==> config.mk <==
export PLATFORM = sky130hd
export DESIGN_NAME = ext_bus_seq
export DESIGN_NICKNAME = d
export VERILOG_FILES = /design/src/verilog/ext_bus_pkg.sv /design/src/verilog/req_fifo.sv /design/src/verilog/ext_bus_seq.sv
export SDC_FILE = /design/constraint.sdc
export NUM_CORES = 1
export LEC_CHECK = 0
export ABC_CLOCK_PERIOD_IN_PS = 4400
export BUFFER_PORTS_ARGS = -buffer_cell sky130_fd_sc_hd__buf_2
export CAP_MARGIN = 5
export CELL_PAD_IN_SITES_DETAIL_PLACEMENT = 1
export CELL_PAD_IN_SITES_GLOBAL_PLACEMENT = 1
export CORE_AREA = 3 3 194 196
export CTS_CLUSTER_DIAMETER = 40
export DETAILED_ROUTE_END_ITERATION = 10
export DIE_AREA = 0 0 197 199
export GPL_ROUTABILITY_DRIVEN = 1
export PLACE_DENSITY = 0.9
export SLEW_MARGIN = 25
export SYNTH_ARGS = -nofsm -noshare
export SYNTH_HDL_FRONTEND = slang
export SYNTH_HIERARCHICAL = 1
export SYNTH_SLANG_ARGS = --single-unit
==> constraint.sdc <==
create_clock -name core_clk_i -period 4.4 [get_ports core_clk_i]
set_clock_uncertainty 0.2 [all_clocks]
set_input_delay 0.88 -clock core_clk_i [delete_from_list [all_inputs] [get_ports core_clk_i]]
set_output_delay 0.88 -clock core_clk_i [all_outputs]
set_load 0.01 [all_outputs]
==> src/verilog/ext_bus_pkg.sv <==
// constants and types for the external bus cycle sequencer
package ext_bus_pkg;
  localparam int ADDR_W    = 24;
  localparam int DATA_W    = 16;
  localparam int NUM_CS    = 4;
  localparam int CS_W      = 2;
  localparam int WIN_LSB   = 16;
  localparam int PLEN_W    = 6;
  localparam int FIFO_DEPTH = 4;
  localparam logic [2:0] AB_BASE = 3'h1;

  typedef struct packed {
    logic [1:0] ab_ext;    // extra setup on window change
    logic       ab_two;    // setup 2 instead of 1
    logic [1:0] cmd;       // command delay
    logic       wsetup;    // write setup / turnaround
    logic [4:0] acc;       // access length minus one
    logic [1:0] hold;      // hold length
    logic       multiplexed_mode;       // multiplexed_mode when set
    logic       rdy_en;    // ready handshake used
    logic       rdy_pol;   // ready active level
    logic       rdy_async; // extra sync stage
  } cs_timing_t;

  typedef struct packed {
    logic [CS_W-1:0]   cs;
    logic              write;
    logic [1:0]        be;
    logic [ADDR_W-1:0] addr;
    logic [DATA_W-1:0] wdata;
  } bus_req_t;

  localparam int REQ_W = $bits(bus_req_t);

  typedef enum logic [2:0] {
    ST_IDLE, ST_AB, ST_CMD, ST_WSET, ST_ACC, ST_HOLD
  } phase_t;
endpackage

==> src/verilog/req_fifo.sv <==
// request fifo with registered full and valid flags
`timescale 1ns/1ps
module req_fifo #(
  parameter int WIDTH = 8,
  parameter int DEPTH = 4
) (
  input  wire logic             core_clk_i,  // system clock
  input  wire logic             reset_n_i,   // async reset
  input  wire logic             in_valid_i,  // write side valid
  output logic                  in_ready_o,  // not full
  input  wire logic [WIDTH-1:0] in_data_i,   // write data
  output logic                  out_valid_o, // not empty
  input  wire logic             out_ready_i, // read side ready
  output logic [WIDTH-1:0]      out_data_o   // head entry
);
  localparam int AW = $clog2(DEPTH);
  logic [WIDTH-1:0] mem_r [DEPTH];
  logic [AW-1:0]    wptr_r;
  logic [AW-1:0]    rptr_r;
  logic [AW:0]      count_r;
  logic             push;
  logic             pop;

  assign push = in_valid_i && in_ready_o;
  assign pop  = out_valid_o && out_ready_i;
  assign out_data_o = mem_r[rptr_r];

  always_ff @(posedge core_clk_i) begin
    if (push) begin
      mem_r[wptr_r] <= in_data_i;
    end
  end

  always_ff @(posedge core_clk_i or negedge reset_n_i) begin
    if (!reset_n_i) begin
      wptr_r      <= '0;
      rptr_r      <= '0;
      count_r     <= '0;
      in_ready_o  <= 1'b0;
      out_valid_o <= 1'b0;
    end else begin
      logic [AW:0] cnt_nxt;
      cnt_nxt = count_r + (AW+1)'(push) - (AW+1)'(pop);
      if (push) begin
        wptr_r <= AW'((wptr_r + 1'b1) % DEPTH);
      end
      if (pop) begin
        rptr_r <= AW'((rptr_r + 1'b1) % DEPTH);
      end
      count_r     <= cnt_nxt;
      in_ready_o  <= cnt_nxt != (AW+1)'(DEPTH);
      out_valid_o <= cnt_nxt != '0;
    end
  end
endmodule

==> src/verilog/ext_bus_seq.sv <==
// external bus cycle sequencer: five-phase access engine
// Notes on behaviour
// - every access runs setup, command delay, write setup, access, hold in order, skipping zero-length command delay, write setup and hold
// - phase lengths come per chip select; command delay is 0 to 3 periods
// - address setup is 1 or 2, plus 0 to 3 on window change, at most 5
// - write setup or turnaround phase is 0 or 1 period
// - access is 1 to 32 periods, stretched by ready when enabled
// - hold phase is 0 to 3 periods
// - read data captured on the edge that raises the read strobe
// - address changes after read strobe end do not disturb captured data
// - demultiplexed mode uses 24-bit address bus and separate 16-bit data bus
// - multiplexed mode puts address then data on one shared 16-bit bus
// - drive chip select, latch enable, byte-high enable, read and byte write strobes
// - reference clock out is the system clock itself
// - ready active level is selectable
// - ready inactive at sample inserts a waitstate, active ends the access phase
// - asynchronous ready adds one synchroniser stage
`timescale 1ns/1ps
module ext_bus_seq
  import ext_bus_pkg::*;
#(
  parameter int CS_COUNT = NUM_CS
) (
  input  wire logic                core_clk_i,        // system clock
  input  wire logic                reset_n_i,         // async reset
  input  wire cs_timing_t          timing_cfg_i [CS_COUNT], // chip_select_timing_config
  input  wire logic                req_valid_i,       // request offered
  output logic                     req_ready_o,       // fifo has room
  input  wire bus_req_t            req_i,             // request word
  output logic [DATA_W-1:0]        rdata_o,           // captured read data
  output logic                     rdata_valid_o,     // read done pulse
  output logic                     bus_ref_clock_out_o, // reference clock
  output logic [CS_COUNT-1:0]      cs_n_o,            // chip selects
  output logic                     ale_o,             // address latch enable
  output logic                     byte_high_enable_n_o, // byte_high_enable
  output logic                     rd_n_o,            // read strobe
  output logic                     wrl_n_o,           // low byte write
  output logic                     wrh_n_o,           // high byte write
  output logic [ADDR_W-1:0]        addr_o,            // separate_addr_bus
  output logic [DATA_W-1:0]        ad_o,              // shared_addr_data_bus out
  output logic                     ad_oe_o,           // shared bus enable
  input  wire logic [DATA_W-1:0]   ad_i,              // shared bus in
  output logic [DATA_W-1:0]        data_o,            // separate_data_bus out
  output logic                     data_oe_o,         // data bus enable
  input  wire logic [DATA_W-1:0]   data_i,            // data bus in
  input  wire logic                ready_i            // ready handshake pin
);
  phase_t            state_r;
  phase_t            state_nxt;
  logic [PLEN_W-1:0] cnt_r;
  logic [PLEN_W-1:0] plen_r;
  bus_req_t          cur_r;
  cs_timing_t        cfg_r;
  bus_req_t          nreq;
  cs_timing_t        ncfg;
  logic [2:0]        ab_len_r;
  logic [2:0]        ab_len_new;
  logic [7:0]        last_win_r;
  logic [CS_W-1:0]   last_cs_r;
  logic              fifo_valid;
  bus_req_t          fifo_data;
  logic              start;
  logic              phase_end;
  logic              rdy_act;
  logic [2:0]        rdy_q_r;
  logic              rdy_filt_r;
  logic              rdy_async_r;
  logic [DATA_W-1:0] rd_q1_r;
  logic [DATA_W-1:0] rd_q2_r;
  logic [DATA_W-1:0] rd_q3_r;
  logic [DATA_W-1:0] rd_stable_r;

  req_fifo #(.WIDTH(REQ_W), .DEPTH(FIFO_DEPTH)) u_fifo (
    .core_clk_i  (core_clk_i),
    .reset_n_i   (reset_n_i),
    .in_valid_i  (req_valid_i),
    .in_ready_o  (req_ready_o),
    .in_data_i   (req_i),
    .out_valid_o (fifo_valid),
    .out_ready_i (state_r == ST_IDLE),
    .out_data_o  (fifo_data)
  );

  // clock pin carries the system clock; a flop could only halve it
  assign bus_ref_clock_out_o = core_clk_i;

  // phase following the given one, skipping zero-length phases
  function automatic phase_t next_phase(phase_t p, cs_timing_t c);
    phase_t n;
    n = ST_IDLE;
    case (p)
      ST_AB:   n = (c.cmd != 2'h0) ? ST_CMD : (c.wsetup ? ST_WSET : ST_ACC);
      ST_CMD:  n = c.wsetup ? ST_WSET : ST_ACC;
      ST_WSET: n = ST_ACC;
      ST_ACC:  n = (c.hold != 2'h0) ? ST_HOLD : ST_IDLE;
      default: n = ST_IDLE;
    endcase
    return n;
  endfunction

  // down-counter load value, phase length minus one
  function automatic logic [PLEN_W-1:0] load_val(phase_t p, cs_timing_t c,
                                                 logic [2:0] ab);
    logic [PLEN_W-1:0] v;
    v = '0;
    case (p)
      ST_AB:   v = PLEN_W'(ab) - 1'b1;
      ST_CMD:  v = PLEN_W'(c.cmd) - 1'b1;
      ST_ACC:  v = PLEN_W'(c.acc);
      ST_HOLD: v = PLEN_W'(c.hold) - 1'b1;
      default: v = '0;
    endcase
    return v;
  endfunction

  assign start = (state_r == ST_IDLE) && fifo_valid;
  assign nreq  = (state_r == ST_IDLE) ? fifo_data : cur_r;
  assign ncfg  = (state_r == ST_IDLE) ? timing_cfg_i[fifo_data.cs] : cfg_r;

  // window change stretches setup by the programmed extra periods
  assign ab_len_new = AB_BASE + 3'(ncfg.ab_two) +
    (((fifo_data.addr[ADDR_W-1:WIN_LSB] != last_win_r) ||
      (fifo_data.cs != last_cs_r)) ? 3'(ncfg.ab_ext) : 3'h0);

  // ready level compared against programmed polarity
  assign rdy_act = (cfg_r.rdy_async ? rdy_async_r : rdy_filt_r) == cfg_r.rdy_pol;

  always_comb begin
    phase_end = 1'b0;
    state_nxt = state_r;
    case (state_r)
      ST_IDLE: begin
        if (fifo_valid) begin
          state_nxt = ST_AB;
        end
      end
      ST_AB, ST_CMD, ST_WSET, ST_HOLD: begin
        phase_end = cnt_r == '0;
      end
      ST_ACC: begin
        phase_end = (cnt_r == '0) && (!cfg_r.rdy_en || rdy_act);
      end
      default: state_nxt = ST_IDLE;
    endcase
    if (phase_end) begin
      state_nxt = next_phase(state_r, cfg_r);
    end
  end

  always_ff @(posedge core_clk_i or negedge reset_n_i) begin
    if (!reset_n_i) begin
      state_r <= ST_IDLE;
    end else begin
      state_r <= state_nxt;
    end
  end

  // per-phase down-counter
  always_ff @(posedge core_clk_i or negedge reset_n_i) begin
    if (!reset_n_i) begin
      cnt_r <= '0;
    end else if (start) begin
      cnt_r <= load_val(ST_AB, ncfg, ab_len_new);
    end else if (phase_end) begin
      cnt_r <= load_val(state_nxt, cfg_r, ab_len_r);
    end else if (cnt_r != '0) begin
      cnt_r <= cnt_r - 1'b1;
    end
  end

  // request and timing are frozen for the whole access
  always_ff @(posedge core_clk_i or negedge reset_n_i) begin
    if (!reset_n_i) begin
      cur_r      <= '0;
      cfg_r      <= '0;
      ab_len_r   <= AB_BASE;
      last_win_r <= '0;
      last_cs_r  <= '0;
    end else if (start) begin
      cur_r      <= fifo_data;
      cfg_r      <= ncfg;
      ab_len_r   <= ab_len_new;
      last_win_r <= fifo_data.addr[ADDR_W-1:WIN_LSB];
      last_cs_r  <= fifo_data.cs;
    end
  end

  // ready pin: three stages, level accepted once last two agree
  always_ff @(posedge core_clk_i or negedge reset_n_i) begin
    if (!reset_n_i) begin
      rdy_q_r     <= '0;
      rdy_filt_r  <= 1'b0;
      rdy_async_r <= 1'b0;
    end else begin
      rdy_q_r <= {rdy_q_r[1:0], ready_i};
      if (rdy_q_r[1] == rdy_q_r[2]) begin
        rdy_filt_r <= rdy_q_r[2];
      end
      rdy_async_r <= rdy_filt_r;
    end
  end

  // read data pins, filtered the same way; source picked by bus mode
  always_ff @(posedge core_clk_i or negedge reset_n_i) begin
    if (!reset_n_i) begin
      rd_q1_r     <= '0;
      rd_q2_r     <= '0;
      rd_q3_r     <= '0;
      rd_stable_r <= '0;
    end else begin
      rd_q1_r <= cfg_r.multiplexed_mode ? ad_i : data_i;
      rd_q2_r <= rd_q1_r;
      rd_q3_r <= rd_q2_r;
      if (rd_q2_r == rd_q3_r) begin
        rd_stable_r <= rd_q3_r;
      end
    end
  end

  // capture on the edge that ends the access; later address moves are ignored
  always_ff @(posedge core_clk_i or negedge reset_n_i) begin
    if (!reset_n_i) begin
      rdata_o       <= '0;
      rdata_valid_o <= 1'b0;
    end else begin
      rdata_valid_o <= 1'b0;
      if (state_r == ST_ACC && phase_end && !cur_r.write) begin
        rdata_o       <= rd_stable_r;
        rdata_valid_o <= 1'b1;
      end
    end
  end

  // control strobes, registered from the next phase
  always_ff @(posedge core_clk_i or negedge reset_n_i) begin
    if (!reset_n_i) begin
      cs_n_o  <= '1;
      ale_o   <= 1'b0;
      byte_high_enable_n_o <= 1'b1;
      rd_n_o  <= 1'b1;
      wrl_n_o <= 1'b1;
      wrh_n_o <= 1'b1;
    end else begin
      cs_n_o <= '1;
      if (state_nxt != ST_IDLE) begin
        cs_n_o[nreq.cs] <= 1'b0;
      end
      ale_o   <= state_nxt == ST_AB;
      byte_high_enable_n_o <= !(state_nxt != ST_IDLE && nreq.be[1]);
      rd_n_o  <= !(state_nxt == ST_ACC && !nreq.write);
      wrl_n_o <= !(state_nxt == ST_ACC && nreq.write && nreq.be[0]);
      wrh_n_o <= !(state_nxt == ST_ACC && nreq.write && nreq.be[1]);
    end
  end

  // address and data buses; address is held after the cycle to save toggles
  always_ff @(posedge core_clk_i or negedge reset_n_i) begin
    if (!reset_n_i) begin
      addr_o    <= '0;
      ad_o      <= '0;
      ad_oe_o   <= 1'b0;
      data_o    <= '0;
      data_oe_o <= 1'b0;
    end else begin
      ad_oe_o   <= 1'b0;
      data_oe_o <= 1'b0;
      if (state_nxt != ST_IDLE) begin
        addr_o <= nreq.addr;
      end
      if (ncfg.multiplexed_mode) begin
        if (state_nxt == ST_AB || state_nxt == ST_CMD) begin
          ad_o    <= nreq.addr[DATA_W-1:0];
          ad_oe_o <= 1'b1;
        end else if (state_nxt != ST_IDLE && nreq.write) begin
          ad_o    <= nreq.wdata;
          ad_oe_o <= 1'b1;
        end
      end else if (state_nxt inside {ST_WSET, ST_ACC, ST_HOLD} && nreq.write) begin
        data_o    <= nreq.wdata;
        data_oe_o <= 1'b1;
      end
    end
  end

  // cycles spent in the current phase, for checking only
  always_ff @(posedge core_clk_i or negedge reset_n_i) begin
    if (!reset_n_i) begin
      plen_r <= '0;
    end else if (state_nxt != state_r) begin
      plen_r <= 6'h01;
    end else if (plen_r != '1) begin
      plen_r <= plen_r + 1'b1;
    end
  end
endmodule

**Word level (Yosys, flattened, before mapping)**

Memory sizes are Yosys's and may differ from the RTL's.
Index checks and enable logic that the tools add are counted.

- Flip-flop bits (word level): 244
- Bits in writable memories: 180
- Bits of input ports: 149
- Output and inout bits: 86
- Word-level logic and storage cells: 149
- Memories: 1

- Add/sub/neg operators: 11
- Order comparisons: 3
- Equal/unequal tests: 16
- Mux-type cells: 33
- Bitwise operators: 3
- Reductions and logical operators: 38

Memory list:

| name | depth | bits a word | read ports | clocked after Yosys merged registers in | write ports | line | text |
|---|---|---|---|---|---|---|---|
| u_fifo.mem_r | 4 | 45 | 1 | 0 | 1 | req_fifo.sv:17 | `logic [WIDTH-1:0] mem_r [DEPTH];` |

Operator list:

| operator | count |
|---|---|
| two-way mux 17 bit | 3 |
| two-way mux 16 bit | 3 |
| two-way mux 45 bit | 1 |
| binary-select mux 17 bit (select 2 bit) | 1 |
| one-hot mux 6 bit (4 select lines) | 1 |
| two-way mux 6 bit | 3 |
| equality test 16 bit | 1 |
| two-way mux 3 bit | 5 |
| logical AND 1 bit | 13 |
| equality test 3 x 2 -> 1 bit (second input constant) | 4 |
| equality test 3 bit (second input constant) | 4 |
| one-hot mux 3 bit (4 select lines) | 1 |
| nonzero test 3 bit | 4 |
| two-way mux 1 bit | 10 |
| != test 8 bit | 1 |
| subtractor 3 x 1 -> 4 bit (second input constant) | 2 |
| zero test 1 bit | 7 |
| equality test 3 x 1 -> 1 bit (second input constant) | 2 |
| zero test 6 bit | 1 |
| one-hot mux 3 bit (2 select lines) | 1 |
| AND reduction 2 bit | 3 |
| nonzero test 2 bit | 3 |
| nonzero test 6 bit | 1 |
| subtractor 2 x 1 -> 3 bit (second input constant) | 2 |
| other kinds (23) | 27 |

**Depth between registers and ports, before layout**

- Word-level depth: 11
- Depth in mapped cells: 15

**Modules after synthesis**

Netlist, hierarchy kept.

Modules (own cells, without submodules):

| module | instances | cells an instance | area an instance (µm²) | sequential area each (µm²) |
|---|---|---|---|---|
| ext_bus_seq | 1 | 870 | 10,313.6 | 5,691.7 |
| req_fifo | 1 | 271 | 6,970.4 | 5,630.4 |

==> impl_metrics.yaml <==
die:
  die_x_um: 197
  die-area_um2: 39200
  core-area_um2: 36300
  die_h_um: 199
  row_count: 70
  initial_core_util_pct: 47.7
  io-pin-count: 235
pwr:
  p_leak_uw: 0.00871
  power.total_uw: 17200
  p_per_area_nw_per_um2: 818
  ir_drop_mv: 0.439
detailed_routing:
  ant_nets: 0
  wl_met2_mm: 24.3
  routed_wl_mm: 46.9
  drt_iter0_drc: 583
  dr.pass1.iters: 5
  vias: 10918
  drcViolationCount: 0
  wl_met1_mm: 17.8
  wl_met3_mm: 2.80
  viasPerCell: 5.69
  wl_per_cell_um: 24.4
  highest_layer: "met5"
critical_path:
  max_stage_delay_ns: 0.53
  crit_chain: "buf_4, mux4_2, xor2_1, nor4_1, nand4_1, nand2_1, ha_1, ha_1, inv_1, ha_1, xor2_1, a221o_1"
  critPathKind: "reg -> reg"
  path_common_cell: "ha_1"
  cp.arrival_ns: 4.18
  worstPathRequired_ns: 4.78
  cp-start-kind: "flop"
  crit_slowest_cell: "dfrtp_2"
  worst_setup_path_end_kind: "flop"
  critPathMaxFanout: 19
global_routing:
  grt_pass1_wl_mm: 72.8
  grt_max_degree: 105
  antenna_found_initial: 8
  grt_pass1_vias: 12458
  grt_overflow: 0
  grt_util_all_layers_pct: 24.4
sta:
  setup_violations: 0
  finalHoldViolCount: 0
  clock.fmax_ghz: 0.264
  grt_setup_unrepaired: "false"
  fin_crit_ns: 3.79
  slew_violations: 0
  finalSetupTns_ns: 0
  worst_pin_slew_ns: 0.898
  maxSlewHeadroom_pct: 39.9
  period_share_pct: 86.2
clocking:
  ctsHoldBuffers: 0
  clock_latency_ns: 0.72
  post-cts-setup-buffer-count: 0
  cts_tree: "built"
  cts_resized: 0
  path_clk_slew_ns: 0.06
synth:
  synth_top_area_share_pct: 32.9
  synth_cell_type_count: 72
  yosysTopAreaCell: "dfrtp_1"
  synth-main-ff-cell: "dfrtp_1"
  syn_nets: 1307
  synth_area_leaders: "dfrtp_1 (33%), edfxtp_1 (31%), mux4_2 (8.1%)"
  postSynthCellCount: 1141
  yosysMostFrequentCell: "dfrtp_1"
  synth_edf_count: 180
  synth_seq_cells: 416
  yosys_warnings: 6
  synth_seq_area_share_pct: 65.5
  synth_top_cells_by_count: "dfrtp_1 (227), edfxtp_1 (180), nand2_1 (130)"
  async_flop_share_pct: 56.7
  synthesis.area_um2: 17300
  synth_area_per_cell_um2: 15.1
placed_design:
  io_buffers: 234
  gp_congestion: 0.804
  placed_cell_area_um2: 18900
  dp_hpwl_mm: 29.4
  dp.cells: 1797
layout:
  final_util_pct: 58.1
  finalInstanceArea_um2: 21100
  drive_above_1_share_pct: 40.4
  instances_no_fill: 1919
  final_nets: 1560
  area_growth_pct: 21.9
min_path:
  min-delay-path-class: "in -> async"
outcome:
  outcome: "finished, final reports clean"
flow_run:
  cap_violations: 0
through the flow:
| stage | hold slack, ns | setup slack, ns |
|---|---|---|
| after floorplan | 0.131 | 0.553 |
| after global placement | 0.133 | 0.907 |
| after detailed placement | 0.136 | 0.760 |
| after CTS | 0.0369 | 0.592 |
| after global routing | 0.0438 | 0.404 |
| final | 0.0310 | 0.607 |
critical path, delay by kind of cell, from the launching register on:
family,cells,cell delay [ns]
compound gates,1,0.36
xor+xnor,2,0.36
fa+ha+maj,3,0.54
buf+inv,2,0.42
flops,1,0.53
mux,1,0.41
simple gates,3,0.84
flip-flops by register name (all words and copies together), names as in the netlist, 17 cells and up:
| signal | cells |
|---|---|
| u_fifo/mem_r | 180 |
| cur_r | 43 |
| addr_o | 24 |
| cfg_r | 17 |
placed cells by master, fill, tap and decap left out, types with 6 or more instances in the layout:
cell type,count
clkinv_4,8
buf_2,233
a2bb2oi_1,16
clkbuf_16,64
o21ai_0,18
nor3_1,38
a21oi_1,7
diode_2,6
ha_1,16
inv_8,6
nor4_1,6
nor3b_1,6
clkinv_2,8
xnor2_1,9
clkinv_8,6
inv_6,10
nand3_1,7
buf_4,17
a31oi_1,40
xor2_1,27
edfxtp_1,180
dfstp_2,9
inv_1,18
nor2_1,64
o41ai_2,12
nand2_1,129
mux4_2,62
mux2_2,107
dfrtp_1,225
clkbuf_1,6
final timing paths:
path                                  start    endpoint  slack, ns  cells after the start
max in group asynchronous         reset_n_i  rd_q2_r[7]       3.05                      2
min in group core_clk_i             ready_i  rdy_q_r[0]       0.08                      1
min reg2reg                      rd_q1_r[6]  rd_q2_r[6]       0.15                      0
max reg2reg                u_fifo/rptr_r[1]    cnt_r[2]       0.61                     12
max                        u_fifo/rptr_r[1]    cnt_r[2]       0.61                     12
min                               reset_n_i  rdy_filt_r       0.03                      1
per-layer routing:
metal,vias to the layer above,track usage [%]
met4,6,11.1
met1,5691,28.5
met3,126,6.27
met2,326,42.7
met5,-,0
li1,4769,-
logic make-up (layout without fill, tap and decap cells):
family                     Yosys count  count (layout)  synth area share, %
xor gates and xnor gates            37              37                 1.95
DFF                                416             416                 65.5
AOI/OAI and AO/OA                  120             120                 5.59
adders and majority gates           18              18                 1.33
muxes                              173             173                 15.3
buffers and inverters               90             394                 2.69
other                                0               6                    0
and+or+nand+nor                    287             287                 7.65
cell type report:
type,count,area [um2]
Antenna cell,6,15.0
Clock inverter,45,517
Sequential cell,416,11300
Clock buffer,72,1640
Multi-Input combinational cell,635,5520
Timing Repair Buffer,254,1380
Fill cell,3433,15200
Tap cell,468,586
Inverter,23,86.3
power breakdown:
| part | internal, uW | total, uW | leakage [uW] | switching [uW] |
|---|---|---|---|---|
| clock | 3010 | 4990 | 0.00107 | 1980 |
| sequential | 5310 | 6130 | 0.00447 | 817 |
| combinational | 2500 | 6130 | 0.00318 | 3630 |
No activity file was read; power rests on OpenSTA's default activity.
